File: config.mk
export PLATFORM = sky130hd
export DESIGN_NAME = fsl_top
export DESIGN_NICKNAME = d
export VERILOG_FILES = /design/src/fsl_rise_latch.v /design/src/fsl_top.v
export VERILOG_INCLUDE_DIRS = /design/src
export SDC_FILE = /design/constraint.sdc
export NUM_CORES = 1
export LEC_CHECK = 0
export BUFFER_PORTS_ARGS = -buffer_cell sky130_fd_sc_hd__buf_2
export CAP_MARGIN = 20
export CORE_ASPECT_RATIO = 1.75
export CORE_MARGIN = 2
export CORE_UTILIZATION = 35
export DETAILED_ROUTE_END_ITERATION = 8
export PLACE_DENSITY = 0.64
export SLEW_MARGIN = 30
export SYNTH_ARGS = -nofsm -noshare
export SYNTH_HDL_FRONTEND = slang
export SYNTH_HIERARCHICAL = 1
export SYNTH_SLANG_ARGS = --single-unit
File: constraint.sdc
create_clock -name clock_in -period 2.04 [get_ports clock_in]
set_input_delay 0.204 -clock clock_in [delete_from_list [all_inputs] [get_ports clock_in]]
set_output_delay 0.204 -clock clock_in [all_outputs]
set_load 0.03 [all_outputs]
File: src/fsl_defs.vh
`ifndef FSL_DEFS_VH
`define FSL_DEFS_VH
// Register byte offsets
`define FSL_OFF_LIVE 5'h00
`define FSL_OFF_LAT1 5'h04
`define FSL_OFF_LAT2 5'h08
`define FSL_OFF_MASK 5'h0c
`define FSL_OFF_CTRL 5'h10
`define FSL_OFF_ISTAT 5'h14
// Widths and field layout
`define FSL_ALERT_W 7
`define FSL_FAST_W 3
`define FSL_IRQ_W 11
`define FSL_IRQ_FAST_LSB 8
`define FSL_BIT_UV 2
`define FSL_CTRL_PULSE 0
`define FSL_CTRL_LED_EN 1
`define FSL_CTRL_CONV2_EN 2
`define FSL_CTRL_W 3
// Reset values
`define FSL_RST_STAT 8'h00
`define FSL_RST_CTRL 3'h0
`define FSL_RST_IRQ 11'h000
// Interrupt pulse length in clock cycles
`define FSL_PULSE_CYCLES 4
`define FSL_PULSE_CW 8
`endif

File: src/fsl_rise_latch.v
`timescale 1ns/1ps
`default_nettype none
module fsl_rise_latch #(
  parameter W = 3
) (
  input wire clock_in,
  input wire sys_rst_in,
  input wire ce_in,
  input wire [W-1:0] level_in,
  input wire rd_clr_in,
  output wire [W-1:0] rise_out,
  output reg [W-1:0] latched_out
);
  reg [W-1:0] prev_q;
  wire [W-1:0] latched_d;

  assign rise_out = level_in & ~prev_q;
  // A rise in the clearing cycle survives the clear
  assign latched_d = (latched_out & ~{W{rd_clr_in}}) | rise_out;

  always @(posedge clock_in or posedge sys_rst_in) begin
    if (sys_rst_in) begin
      prev_q <= {W{1'b0}};
      latched_out <= {W{1'b0}};
    end else if (ce_in) begin
      prev_q <= level_in;
      latched_out <= latched_d;
    end
  end
endmodule // fsl_rise_latch
`default_nettype wire

File: src/fsl_top.v
`timescale 1ns/1ps
`default_nettype none
`include "fsl_defs.vh"
module fsl_top #(
  parameter PULSE_CYCLES = `FSL_PULSE_CYCLES
) (
  input wire clock_in,
  input wire sys_rst_in,
  input wire ce_in,
  // Wishbone classic slave
  input wire wb_cyc_in,
  input wire wb_stb_in,
  input wire wb_we_in,
  input wire [4:0] wb_adr_in,
  input wire [3:0] wb_sel_in,
  input wire [31:0] wb_dat_in,
  output reg [31:0] wb_dat_out,
  output reg wb_ack_out,
  // Comparator outputs
  input wire led_overcurrent_in,
  input wire led_switch_desaturation_in,
  input wire conv2_switch_desaturation_in,
  input wire chip_thermal_warning_in,
  input wire led_thermal_shutdown_in,
  input wire led_thermal_warning_in,
  input wire led_overvoltage_in,
  input wire led_uv_below_low_in,
  input wire led_uv_above_high_in,
  input wire conv2_overcurrent_in,
  input wire core_supply_overcurrent_in,
  // Power stage enables
  output wire led_drv_en_out,
  output wire conv2_en_out,
  // Interrupts
  output wire alert_irq_n_out,
  output wire irq_out
);
  // Counter width caps the pulse length; wider settings are cut on purpose
  localparam [`FSL_PULSE_CW-1:0] PULSE_LEN =
    PULSE_CYCLES[`FSL_PULSE_CW-1:0];

  reg [`FSL_FAST_W-1:0] live_q;
  reg led_undervoltage_q;
  reg [`FSL_CTRL_W-1:0] ctrl_q;
  reg [`FSL_IRQ_W-1:0] mask_q;
  reg [`FSL_IRQ_W-1:0] istat_q;
  reg [`FSL_IRQ_W-1:0] istat_d;
  reg pend_q;
  reg [`FSL_PULSE_CW-1:0] pulse_cnt_q;
  reg [31:0] rdata_d;
  reg [`FSL_IRQ_W-1:0] w1c_d;

  wire [`FSL_FAST_W-1:0] fast_now;
  wire [`FSL_ALERT_W-1:0] alert_now;
  wire [`FSL_FAST_W-1:0] fast_rise;
  wire [`FSL_ALERT_W-1:0] alert_rise;
  wire [`FSL_FAST_W-1:0] lat2_q;
  wire [`FSL_ALERT_W-1:0] lat1_q;
  wire [`FSL_IRQ_W-1:0] events;
  wire [`FSL_IRQ_W-1:0] irq_events;
  wire req;
  wire wr_req;
  wire rd_lat1;
  wire rd_lat2;
  wire led_trip;
  wire conv2_trip;
  wire pulse_mode;

  function sel_hit;
    input [4:0] adr;
    input [4:0] off;
    begin
      sel_hit = (adr[4:2] == off[4:2]);
    end
  endfunction

  assign req = wb_cyc_in & wb_stb_in & ~wb_ack_out & ce_in;
  assign wr_req = req & wb_we_in & wb_sel_in[0];
  // Reads clear on the edge that also captures the read data
  assign rd_lat1 = req & ~wb_we_in & sel_hit(wb_adr_in, `FSL_OFF_LAT1);
  assign rd_lat2 = req & ~wb_we_in & sel_hit(wb_adr_in, `FSL_OFF_LAT2);

  // Overcurrent comparator already applies the scaled current limit
  assign fast_now = {led_overcurrent_in, led_switch_desaturation_in,
                     conv2_switch_desaturation_in};
  assign alert_now = {chip_thermal_warning_in, led_thermal_shutdown_in,
                      led_thermal_warning_in, led_overvoltage_in,
                      led_undervoltage_q, conv2_overcurrent_in,
                      core_supply_overcurrent_in};

  // Hysteresis: between thresholds the level holds
  always @(posedge clock_in or posedge sys_rst_in) begin
    if (sys_rst_in) begin
      led_undervoltage_q <= 1'b0;
    end else if (ce_in) begin
      if (led_uv_below_low_in) begin
        led_undervoltage_q <= 1'b1;
      end else if (led_uv_above_high_in) begin
        led_undervoltage_q <= 1'b0;
      end
    end
  end

  fsl_rise_latch #(
    .W(`FSL_ALERT_W)
  ) u_lat1 (
    .clock_in(clock_in),
    .sys_rst_in(sys_rst_in),
    .ce_in(ce_in),
    .level_in(alert_now),
    .rd_clr_in(rd_lat1),
    .rise_out(alert_rise),
    .latched_out(lat1_q)
  );

  fsl_rise_latch #(
    .W(`FSL_FAST_W)
  ) u_lat2 (
    .clock_in(clock_in),
    .sys_rst_in(sys_rst_in),
    .ce_in(ce_in),
    .level_in(fast_now),
    .rd_clr_in(rd_lat2),
    .rise_out(fast_rise),
    .latched_out(lat2_q)
  );

  // Shutdown bypasses all clocked logic so it acts within the same cycle
  assign led_trip = led_overcurrent_in | led_switch_desaturation_in;
  assign conv2_trip = conv2_switch_desaturation_in;
  assign led_drv_en_out = ctrl_q[`FSL_CTRL_LED_EN] & ~led_trip;
  assign conv2_en_out = ctrl_q[`FSL_CTRL_CONV2_EN] & ~conv2_trip;
  assign pulse_mode = ctrl_q[`FSL_CTRL_PULSE];

  // Control: a trip also drops the stored enable so the stage stays off
  always @(posedge clock_in or posedge sys_rst_in) begin
    if (sys_rst_in) begin
      ctrl_q <= `FSL_RST_CTRL;
      mask_q <= `FSL_RST_IRQ;
    end else if (ce_in) begin
      if (wr_req && sel_hit(wb_adr_in, `FSL_OFF_CTRL)) begin
        ctrl_q <= wb_dat_in[`FSL_CTRL_W-1:0];
      end
      if (led_trip) begin
        ctrl_q[`FSL_CTRL_LED_EN] <= 1'b0;
      end
      if (conv2_trip) begin
        ctrl_q[`FSL_CTRL_CONV2_EN] <= 1'b0;
      end
      if (wr_req && sel_hit(wb_adr_in, `FSL_OFF_MASK)) begin
        mask_q <= {wb_dat_in[`FSL_IRQ_W-1:`FSL_IRQ_FAST_LSB], 1'b0,
                   wb_dat_in[`FSL_ALERT_W-1:0]};
      end
    end
  end

  // Interrupt status layout matches the mask; bit 7 is a gap
  assign events = {fast_rise, 1'b0, alert_rise};
  assign irq_events = events & mask_q;

  always @* begin
    w1c_d = {`FSL_IRQ_W{1'b0}};
    if (wr_req && sel_hit(wb_adr_in, `FSL_OFF_ISTAT)) begin
      w1c_d = wb_dat_in[`FSL_IRQ_W-1:0];
    end
    istat_d = (istat_q & ~w1c_d) | events;
  end

  always @(posedge clock_in or posedge sys_rst_in) begin
    if (sys_rst_in) begin
      istat_q <= `FSL_RST_IRQ;
    end else if (ce_in) begin
      istat_q <= istat_d;
    end
  end

  assign irq_out = |(istat_q & mask_q);

  // Level mode pending: cleared once latches are empty and both alert and fast inputs are gone
  always @(posedge clock_in or posedge sys_rst_in) begin
    if (sys_rst_in) begin
      pend_q <= 1'b0;
    end else if (ce_in) begin
      if (|irq_events) begin
        pend_q <= 1'b1;
      end else if (lat1_q == {`FSL_ALERT_W{1'b0}} &&
                   lat2_q == {`FSL_FAST_W{1'b0}} &&
                   alert_now == {`FSL_ALERT_W{1'b0}} &&
                   fast_now == {`FSL_FAST_W{1'b0}}) begin
        pend_q <= 1'b0;
      end
    end
  end

  // Pulse mode: an event during a pulse restarts it, so close events merge
  always @(posedge clock_in or posedge sys_rst_in) begin
    if (sys_rst_in) begin
      pulse_cnt_q <= {`FSL_PULSE_CW{1'b0}};
    end else if (ce_in) begin
      if (|irq_events) begin
        pulse_cnt_q <= PULSE_LEN;
      end else if (pulse_cnt_q != {`FSL_PULSE_CW{1'b0}}) begin
        pulse_cnt_q <= pulse_cnt_q - 1'b1;
      end
    end
  end

  assign alert_irq_n_out = pulse_mode ?
                           (pulse_cnt_q == {`FSL_PULSE_CW{1'b0}}) :
                           ~pend_q;

  // Read mux; unmapped offsets read zero
  always @* begin
    rdata_d = 32'h0000_0000;
    if (sel_hit(wb_adr_in, `FSL_OFF_LIVE)) begin
      rdata_d[`FSL_FAST_W-1:0] = live_q;
    end else if (sel_hit(wb_adr_in, `FSL_OFF_LAT1)) begin
      rdata_d[`FSL_ALERT_W-1:0] = lat1_q;
    end else if (sel_hit(wb_adr_in, `FSL_OFF_LAT2)) begin
      rdata_d[`FSL_FAST_W-1:0] = lat2_q;
    end else if (sel_hit(wb_adr_in, `FSL_OFF_MASK)) begin
      rdata_d[`FSL_IRQ_W-1:0] = mask_q;
    end else if (sel_hit(wb_adr_in, `FSL_OFF_CTRL)) begin
      rdata_d[`FSL_CTRL_W-1:0] = ctrl_q;
    end else if (sel_hit(wb_adr_in, `FSL_OFF_ISTAT)) begin
      rdata_d[`FSL_IRQ_W-1:0] = istat_q;
    end
  end

  // Live copy lags the pins by one cycle; short faults rely on the latches
  always @(posedge clock_in or posedge sys_rst_in) begin
    if (sys_rst_in) begin
      live_q <= {`FSL_FAST_W{1'b0}};
      wb_ack_out <= 1'b0;
      wb_dat_out <= 32'h0000_0000;
    end else if (ce_in) begin
      live_q <= fast_now;
      wb_ack_out <= req;
      if (req && !wb_we_in) begin
        wb_dat_out <= rdata_d;
      end
    end
  end
endmodule // fsl_top
`default_nettype wire

==> flow_metrics.tcl, run 1 <==
set metrics [dict create \
    peakVddDrop_v 0.000651 \
    dp_hpwl_um 6700 \
    cts_buffer_depth 2 \
    path_clk_slew_ns 0.06 \
    drive_gt1_frac 0.297 \
    critical_path.most_common_cell "a21oi_1" \
    wl_per_cell_um 17.4 \
    setup_viol 0 \
    crit_path_start_kind "flip-flop" \
    hp-class "in2reg" \
    busiest_layer "met2" \
    grt_max_degree 32 \
    power_density_nw_per_um2 1050 \
    grtUsageTotal 0.169 \
    dieArea_um2 11000 \
    synth-main-ff-cell "dfrtp_1" \
    combPwrFrac 0.205 \
    die_w_um 80.0 \
    ys_seq_elements 69 \
    synth_area_um2 3540 \
    overflow 0 \
    p_switching_mw 1.29 \
    worstSkewPairLatency_ns 0.33 \
    rows 48 \
    max-cap-violations 0 \
    p_sw_frac 0.292 \
    firstDrtPassIters 4 \
    drv_slew 0 \
    power_mw 4.43 \
    cts_sinks 69 \
    cts_tree "yes" \
    yosysUniqueCellTypes 50 \
    start_util 0.360 \
    via_per_inst 5.32 \
    place_ws_ns 0.310 \
    crit_type "reg2out" \
    drtAntennaViolNets 0 \
    num_antenna_cells 0 \
    endpoint_kind "output pin" \
    use_met1 0.189 \
    cp.required_ns 1.84 \
    layout.cells.non_filler 506 \
    power_frac_seq 0.390 \
    hold_viol 0 \
    rsz0062_at_grt "no" \
    core_area_um2 9850 \
    cts_buffers 9 \
    drc_errors 0 \
    cp_slowest_cell "dfrtp_1" \
    async_reset_ff_frac 1.00 \
    dp_cells 489 \
    synth_top_area_frac 0.488 \
    place.gp.congestion 0.821 \
    die_h_um 137 \
    ioPinCount 95 \
    yosysSeqAreaShare 0.488 \
    synth_area_leader_cell "dfrtp_1" \
    p_leak_nw 1.93 \
    via_count 2692 \
    relSlewSlack 0.628 \
    path_max_fanout 7 \
    avgSynthCellArea_um2 11.0 \
    grt_use_met3 0.0284 \
    yosysWarnings 6 \
    clock_skew_ns 0.00849 \
    synth_edf_count 0 \
    synth_area_leaders "dfrtp_1 (49%), mux2_2 (6.0%), a22o_1 (5.9%)" \
    antenna_found_initial 0 \
    fin_crit_sh 0.935 \
    nets 435 \
    cp.arrival_ns 1.70 \
    tightest_slew_ns 0.558 \
    setup_tns_ns 0 \
    fin_ws_ns 0.133 \
    slowest_delay_ns 0.46 \
    placed_cell_area_um2 3850 \
    htreeDepth 3 \
    wl_um 8820 \
    period_needed_ns 1.91 \
    fin_area_um2 4230 \
    whs_ns 0.0693 \
    grt_pass1_vias 2736 \
    fmax_mhz 524 \
    final_util 0.429 \
    portBuffers 47 \
    cts_root_buf "clkbuf_16" \
    p_int_mw 3.14 \
    p_clk_frac 0.405 \
    drt-initial-drc-count 212 \
    outcome "finished, final reports clean" \
    cp_cell_sequence "nor4_2, a21oi_1, a21oi_1, buf_2" \
    grt_use_met2 0.296 \
    grt_pass1_wl_um 13900 \
    syn_inst 321 \
    syn_to_final_growth_pct 19.3 \
]
placed cells by master (no fill, tap or decap), types with 3 or more instances in the layout:
master      n
mux2i_1     9
mux2_4      6
nand4_1     3
o31ai_1     5
nand2b_1    3
inv_1      10
dfrtp_1    69
bufinv_16   3
nor2_1     14
nand2_1    28
mux2_2     19
a22o_1     24
nor3_1      5
nor2b_1    13
a22oi_1    10
a221oi_1    3
o21ai_0    10
conb_1     21
clkbuf_16   9
buf_4      12
nor4_2      3
buf_2      47
o41ai_1     4
a211oi_1    4
a21oi_1    11
worst paths after layout:
path / startpoint / to / cells past startpoint / slack [ns]
max: pulse_cnt_q[5]$_DFFE_PP0P_ / alert_irq_n_out / 4 / 0.13
min: wb_dat_in[7] / istat_q[7]$_DFFE_PP0P_ / 2 / 0.07
max reg2reg: wb_ack_out$_DFFE_PP0P_ / u_lat1/latched_out[2]$_DFFE_PP0P_ / 5 / 0.34
min reg2reg: wb_dat_out[10]$_DFFE_PP0P_ / wb_dat_out[10]$_DFFE_PP0P_ / 2 / 0.47
max in group asynchronous: sys_rst_in / wb_dat_out[3]$_DFFE_PP0P_ / 4 / 0.89
min in group asynchronous: sys_rst_in / u_lat2/prev_q[1]$_DFFE_PP0P_ / 3 / 0.36
worst max-delay path, delay by kind of cell (launching register included):
| family | cells | cell delay [ns] |
|---|---|---|
| buffers and inverters | 1 | 0.22 |
| AOI/OAI and AO/OA | 2 | 0.27 |
| DFF | 1 | 0.46 |
| and+or+nand+nor | 1 | 0.42 |
metal layers:
| metal | routed length [um] | vias to the layer above |
|---|---|---|
| met5 | 0 | - |
| met3 | 417 | 15 |
| li1 | - | 1243 |
| met2 | 4700 | 96 |
| met4 | 325 | 0 |
| met1 | 3380 | 1338 |
layout make-up:
type / instances / area, um2
Clock buffer: 10 / 239
Sequential cell: 69 / 1730
Multi-Input combinational cell: 225 / 1620
Fill cell: 958 / 5620
Clock inverter: 6 / 110
Timing Repair Buffer: 60 / 335
Tap cell: 125 / 156
Inverter: 11 / 41.3
power groups by stage:
stage               combinational, mW  sequential [mW]  clock [mW]
finish                          0.907             1.73        1.80
floorplan                       0.617             1.76           0
global placement                0.866             1.73           0
CTS                             0.905             1.72        1.83
detailed placement              0.898             1.74           0
global route                    0.994             1.76        1.89
logic make-up (layout without fill, tap and decap cells):
family | count (synthesis) | after routing | share of synthesized area
DFF | 69 | 69 | 0.488
buffers and inverters | 47 | 87 | 0.0820
adders and majority gates | 1 | 1 | 0.00353
AOI/OAI and AO/OA | 78 | 78 | 0.163
other | 1 | 21 | 0.00106
and+or+nand+nor | 90 | 90 | 0.149
muxes | 34 | 34 | 0.111
xor gates and xnor gates | 1 | 1 | 0.00247
state kept, by name, summed over array words and instances, names as in the netlist:
| signal | flops |
|---|---|
| istat_q | 11 |
| wb_dat_out | 11 |
| mask_q | 10 |
| pulse_cnt_q | 8 |
| u_lat1/latched_out | 7 |
| u_lat1/prev_q | 7 |
| ctrl_q | 3 |
| live_q | 3 |
| u_lat2/latched_out | 3 |
| u_lat2/prev_q | 3 |
| led_undervoltage_q | 1 |
| pend_q | 1 |
| wb_ack_out | 1 |
synth_stat cells, types with 4 or more instances:
cell type / n
inv_1: 11
nor4_1: 4
mux2_2: 19
o31ai_1: 5
mux2i_1: 9
buf_6: 4
a211oi_1: 4
buf_4: 21
o21ai_0: 10
nor3_1: 5
dfrtp_1: 69
clkbuf_1: 7
a21oi_1: 11
a22o_1: 24
a22oi_1: 10
mux2_4: 6
buf_2: 4
nand2_1: 28
nor2b_1: 13
o41ai_1: 4
nor2_1: 14
timing repair:
action,4_1_cts,5_1_grt
resized for setup,0,2
setup endpoints to repair,0,1
endpoints found under the hold margin,43,0
setup buffers,0,0
hold buffers,1,0
Note: power is estimated with default switching activity, not from simulation.
==> run 2, diff against run 1 <==
--- a/config.mk
+++ b/config.mk
@@ -8,13 +8,14 @@
 export LEC_CHECK = 0
 export BUFFER_PORTS_ARGS = -buffer_cell sky130_fd_sc_hd__buf_2
 export CAP_MARGIN = 20
+export CELL_PAD_IN_SITES_DETAIL_PLACEMENT = 1
+export CELL_PAD_IN_SITES_GLOBAL_PLACEMENT = 2
 export CORE_ASPECT_RATIO = 1.75
 export CORE_MARGIN = 2
-export CORE_UTILIZATION = 35
+export CORE_UTILIZATION = 32
 export DETAILED_ROUTE_END_ITERATION = 8
-export PLACE_DENSITY = 0.64
+export PLACE_DENSITY = 0.87
 export SLEW_MARGIN = 30
 export SYNTH_ARGS = -nofsm -noshare
 export SYNTH_HDL_FRONTEND = slang
-export SYNTH_HIERARCHICAL = 1
 export SYNTH_SLANG_ARGS = --single-unit
==> flow_metrics.tcl, run 2 <==
set metrics [dict create \
    antenna_found_initial 0 \
    via_count 2723 \
    drive_gt1_frac 0.277 \
    rsz0062_at_grt "yes" \
    endpoint_kind "output pin" \
    grt_max_degree 67 \
    layout_common_cells "dfrtp_1 (66), buf_2 (46), nand2_1 (43), o21ai_0 (25), conb_1 (21)" \
    via_per_inst 5.27 \
    rr_worst_depth 8 \
    synth_area_um2 3340 \
    cp.arrival_ns 1.85 \
    nets 444 \
    path_max_fanout 2 \
    async_reset_ff_frac 1.00 \
    final_common_cell "dfrtp_1" \
    p_leak_nw 1.90 \
    critPathBufInv 2 \
    cts_buffer_depth 2 \
    htreeDepth 3 \
    place.gp.congestion 0.853 \
    ys_seq_elements 66 \
    path_clk_slew_ns 0.05 \
    cp_cell_sequence "inv_2, ha_4, or4b_4, nor2_4, nand2_2, o21ai_2, buf_6" \
    drc_errors 0 \
    synth_commonest_cells "dfrtp_1 (66), nand2_1 (44), o21ai_0 (26), buf_4 (22), nor2_1 (19)" \
    crit_path_start_kind "flip-flop" \
    yosysWarnings 0 \
    crit_start "pulse_cnt_q[0]$_DFFE_PP0P_" \
    fin_crit_sh 1.01 \
    ioPinCount 95 \
    hold_viol 0 \
    synth-main-ff-cell "dfrtp_1" \
    synth_compound_area_frac 0.167 \
    critPathTopFamily "simple AND/OR/NAND/NOR gates" \
    clock_skew_ns 0.00571 \
    period_needed_ns 2.06 \
    synth_edf_count 0 \
    crit_type "reg2out" \
    overflow 0 \
    synth.most_common_cell "dfrtp_1" \
    fill_cells 1176 \
    cts_tree "yes" \
    rows 49 \
    drv_slew 0 \
    cts_root_buf "clkbuf_16" \
    die_w_um 81.3 \
    worstSkewPairLatency_ns 0.34 \
    avgSynthCellArea_um2 10.3 \
    synth_fa_ha_area_frac 0.00374 \
    power_density_nw_per_um2 1060 \
    core_area_um2 10200 \
    synth_area_leader_cell "dfrtp_1" \
    hp-class "in2reg" \
    cts_buffers 9 \
    grtUsageTotal 0.181 \
    synth_top_family_by_area "compound AO/OA/AOI/OAI gates" \
    worstReg2RegEnd "pulse_cnt_q[6]$_DFFE_PP0P_" \
    synth_top_area_frac 0.494 \
    max-cap-violations 0 \
    power_mw 4.35 \
    firstDrtPassIters 4 \
    die_h_um 139 \
    synth_area_leaders "dfrtp_1 (49%), mux2_2 (5.7%), buf_4 (4.9%)" \
    setup_viol 1 \
    peakVddDrop_v 0.000505 \
    cp_slowest_cell "or4b_4" \
    fmax_mhz 486 \
    outcome "finished with violations" \
    violations "setup timing" \
    portBuffers 47 \
    cp.depth 7 \
    wl_per_cell_um 18.4 \
    fin_ws_ns -0.0169 \
    slowest_delay_ns 0.48 \
    cts_sinks 66 \
    crit_end "alert_irq_n_out" \
    syn_to_final_growth_pct 22.6 \
    dieArea_um2 11300 \
    yosysUniqueCellTypes 51 \
    grt_pass1_vias 2883 \
    synth_xor_area_frac 0 \
    num_antenna_cells 0 \
    drt-initial-drc-count 127 \
    r2r_slack_ns 0.06 \
    synth-simple-area-share 0.159 \
    yosysSeqAreaShare 0.494 \
    drtAntennaViolNets 0 \
    wl_um 9510 \
    cp.required_ns 1.84 \
    start_util 0.327 \
    syn_inst 326 \
    reg2reg_from "pulse_cnt_q[0]$_DFFE_PP0P_" \
    whs_ns 0.0553 \
    synth_mux_area_frac 0.0954 \
    dp_hpwl_um 7090 \
    reg.largest.list "istat_q: 11 flops, wb_dat_out: 11 flops, mask_q: 10 flops" \
    grt_pass1_wl_um 15100 \
]
==> run 2: worst min path at each step <==
| stage | start | endpoint | slack (ns) | depth (start not counted) |
|---|---|---|---|---|
| floorplan | wb_dat_in[7] | istat_q[7]$_DFFE_PP0P_ | 0.31 | 1 |
| global placement | sys_rst_in | mask_q[9]$_DFFE_PP0P_ | 0.30 | 3 |
| CTS | wb_dat_in[7] | istat_q[7]$_DFFE_PP0P_ | 0.05 | 2 |
| global route | wb_dat_in[7] | istat_q[7]$_DFFE_PP0P_ | 0.05 | 2 |
| detailed placement | sys_rst_in | wb_dat_out[10]$_DFFE_PP0P_ | 0.31 | 3 |
| finish | wb_dat_in[7] | istat_q[7]$_DFFE_PP0P_ | 0.06 | 2 |
==> run 2: cell type report <==
type,count,area (um2),area share
flip-flops and latches,66,1650,0.403
inverters,17,63.8,0.0156
clock buffers,11,253,0.0616
clock inverters,5,100,0.0244
repair buffers,59,347,0.0845
well taps,127,159,0.0387
multi-input cells,232,1530,0.372
==> run 2: metal layers <==
metal,share of wire,wire (um),vias to the layer above,global-route usage
met1,0.35,3310,1370,0.186
met5,0,0,-,0
li1,-,-,1243,-
met4,0.052,495,0,0.121
met3,0.043,412,33,0.0383
met2,0.56,5290,77,0.317
==> run 2: kinds of logic after synthesis <==
group | count (synthesis)
and+or+nand+nor | 105
other | 1
buffers and inverters | 48
AOI/OAI and AO/OA | 79
DFF | 66
adders and majority gates | 1
muxes | 26
==> run 2: what timing repair did <==
item                                    4_1_cts  5_1_grt
gates resized for setup                       8        3
hold endpoints to repair                     66        0
pin swaps                                     1        1
setup buffers                                 5        0
hold buffers                                  1        0
endpoints found under the setup margin        1        1
==> run 2: power by group <==
part | internal (mW) | switching, mW
clock network | 1.26 | 0.577
registers | 1.46 | 0.147
logic | 0.361 | 0.544
==> run 2: stage by stage <==
step,TNS (ns),cells,setup WS [ns],cell area [um2],util
floorplan,0,346,0.181,3420,-
global placement,0,495,0.150,3670,0.358
detailed placement,0,495,0.0854,3670,0.358
CTS,-0.0321,517,-0.0321,4090,0.400
global route,-0.0667,517,-0.0667,4100,0.401
finish,-0.0169,517,-0.0169,4100,0.401
==> run 3, diff against run 2 <==
--- a/config.mk
+++ b/config.mk
@@ -12,9 +12,10 @@
 export CELL_PAD_IN_SITES_GLOBAL_PLACEMENT = 2
 export CORE_ASPECT_RATIO = 1.75
 export CORE_MARGIN = 2
-export CORE_UTILIZATION = 32
+export CORE_UTILIZATION = 33
+export CTS_BUF_LIST = sky130_fd_sc_hd__clkbuf_2 sky130_fd_sc_hd__clkbuf_4 sky130_fd_sc_hd__clkbuf_8
 export DETAILED_ROUTE_END_ITERATION = 8
-export PLACE_DENSITY = 0.87
+export PLACE_DENSITY_LB_ADDON = 0.1
 export SLEW_MARGIN = 30
 export SYNTH_ARGS = -nofsm -noshare
 export SYNTH_HDL_FRONTEND = slang
==> flow_metrics.tcl, run 3 (same netlist as run 2, synthesis figures left out) <==
set metrics [dict create \
    dp_cells 499 \
    num_antenna_cells 0 \
    clock_skew_ns 0.00670 \
    drtAntennaViolNets 0 \
    wl_um 10200 \
    grtUsageTotal 0.199 \
    dieArea_um2 11000 \
    crit_start "pulse_cnt_q[0]$_DFFE_PP0P_" \
    cts_tree "yes" \
    nets 452 \
    overflow 0 \
    drt-initial-drc-count 117 \
    layout.cells.non_filler 523 \
    cts_buffer_depth 2 \
    crit_path_start_kind "flip-flop" \
    final_common_cell "dfrtp_1" \
    portBuffers 47 \
    path_max_fanout 2 \
    path_clk_slew_ns 0.08 \
    drv_slew 0 \
    grt_pass1_wl_um 15900 \
    die_w_um 80.1 \
    layout_common_cells "dfrtp_1 (66), buf_2 (46), nand2_1 (44), o21ai_0 (25), conb_1 (21)" \
    reg.largest.list "istat_q: 11 flops, wb_dat_out: 11 flops, mask_q: 10 flops" \
    cp_cell_sequence "inv_2, ha_4, or4b_4, nor2_4, nand2_1, o21ai_2, buf_6" \
    cp.arrival_ns 1.82 \
    crit_type "reg2out" \
    die_h_um 137 \
    drive_gt1_frac 0.291 \
    via_count 2650 \
    wl_per_cell_um 19.4 \
    start_util 0.340 \
    cts_buffers 9 \
    slowest_delay_ns 0.48 \
    cp.required_ns 1.84 \
    syn_to_final_growth_pct 20.6 \
    fmax_mhz 494 \
    drc_errors 0 \
    htreeDepth 3 \
    via_per_inst 5.07 \
    place.gp.congestion 0.792 \
    fin_crit_sh 0.992 \
    firstDrtPassIters 4 \
    max-cap-violations 0 \
    reg2reg_from "pulse_cnt_q[0]$_DFFE_PP0P_" \
    rsz0062_at_grt "yes" \
    cp_slowest_cell "or4b_4" \
    whs_ns 0.0262 \
    rows 48 \
    peakVddDrop_v 0.000482 \
    cts_sinks 66 \
    p_leak_nw 1.88 \
    grt_max_degree 40 \
    antenna_found_initial 0 \
    relSlewSlack 0.666 \
    outcome "finished, final reports clean" \
    hold_viol 0 \
    grt_pass1_vias 2840 \
    setup_viol 0 \
    cts_root_buf "clkbuf_8" \
    dp_hpwl_um 7550 \
    period_needed_ns 2.02 \
    ioPinCount 95 \
    hp-class "in2reg" \
    endpoint_kind "output pin" \
    tightest_slew_ns 0.500 \
    power_density_nw_per_um2 950 \
    hold_path_startpoint "wb_dat_in[7]" \
    core_area_um2 9850 \
    worstSkewPairLatency_ns 0.35 \
]
[run 3: cell types whose count changed in the layout (fill, tap and decap cells not counted)]
cell | before | now
clkinvlp_4 | 0 | 1
buf_4 | 10 | 18
nand2_1 | 43 | 44
nand2_2 | 1 | 0
a221oi_1 | 4 | 3
bufinv_16 | 3 | 2
clkbuf_8 | 2 | 10
a221oi_2 | 0 | 1
clkbuf_4 | 0 | 1
clkbuf_16 | 9 | 0
[run 3: routing by layer]
metal	routed length, um	part of all wire	vias up	global-route usage
li1	-	-	1264	-
met1	4010	0.39	1330	0.223
met2	5640	0.56	43	0.363
met3	263	0.026	13	0.0334
met4	243	0.024	0	0.0838
met5	0	0	-	0
[run 3: per-stage QoR]
stage	setup TNS, ns	worst slack (ns)	utilization	instance area [um2]	total power, mW
6_report	0	0.0164	0.409	4030	3.83
5_1_grt	-0.0514	-0.0514	0.409	4030	4.03
4_1_cts	-0.00421	-0.00421	0.407	4000	3.83
3_5_place_dp	0	0.179	0.377	3710	2.47
3_3_place_gp	0	0.187	0.377	3710	2.45
2_1_floorplan	0	0.181	-	3420	2.21
[run 3: final cells by class]
class | count | area, um2
fill | 1178 | 5820
sequential | 66 | 1650
multi-input combinational | 232 | 1530
timing repair buffer | 67 | 407
tap | 125 | 156
clock buffer | 11 | 145
clock inverter | 5 | 77.6
inverter | 17 | 63.8
[run 3: worst max-delay path, delay by kind of cell, from the launching register on]
family | cells | cell delay (ns)
flops | 1 | 0.39
compound gates | 1 | 0.07
simple gates | 3 | 0.66
buf+inv | 2 | 0.22
fa+ha+maj | 1 | 0.13
[run 3: power by group]
part	switching [mW]	leakage (nW)	total, mW	internal, mW
Combinational	0.554	0.999	0.960	0.406
Sequential	0.148	0.766	1.61	1.46
Clock	0.529	0.113	1.26	0.731
[run 3: path summary, 6_finish.rpt]
path / depth (start not counted) / end / slack [ns]
min reg2reg: 2 / wb_dat_out[6]$_DFFE_PP0P_ / 0.48
min in group asynchronous: 3 / mask_q[9]$_DFFE_PP0P_ / 0.39
max: 7 / alert_irq_n_out / 0.02
max reg2reg: 8 / pulse_cnt_q[6]$_DFFE_PP0P_ / 0.09
max in group asynchronous: 4 / u_lat1.prev_q[4]$_DFFE_PP0P_ / 1.08
min: 2 / istat_q[7]$_DFFE_PP0P_ / 0.03
[run 3: what timing repair did]
item,4_1_cts,5_1_grt
hold buffers,1,0
pin swaps,1,0
setup buffers,5,2
setup endpoints to repair,1,3
hold endpoints to repair,13,0
resized for setup,8,3
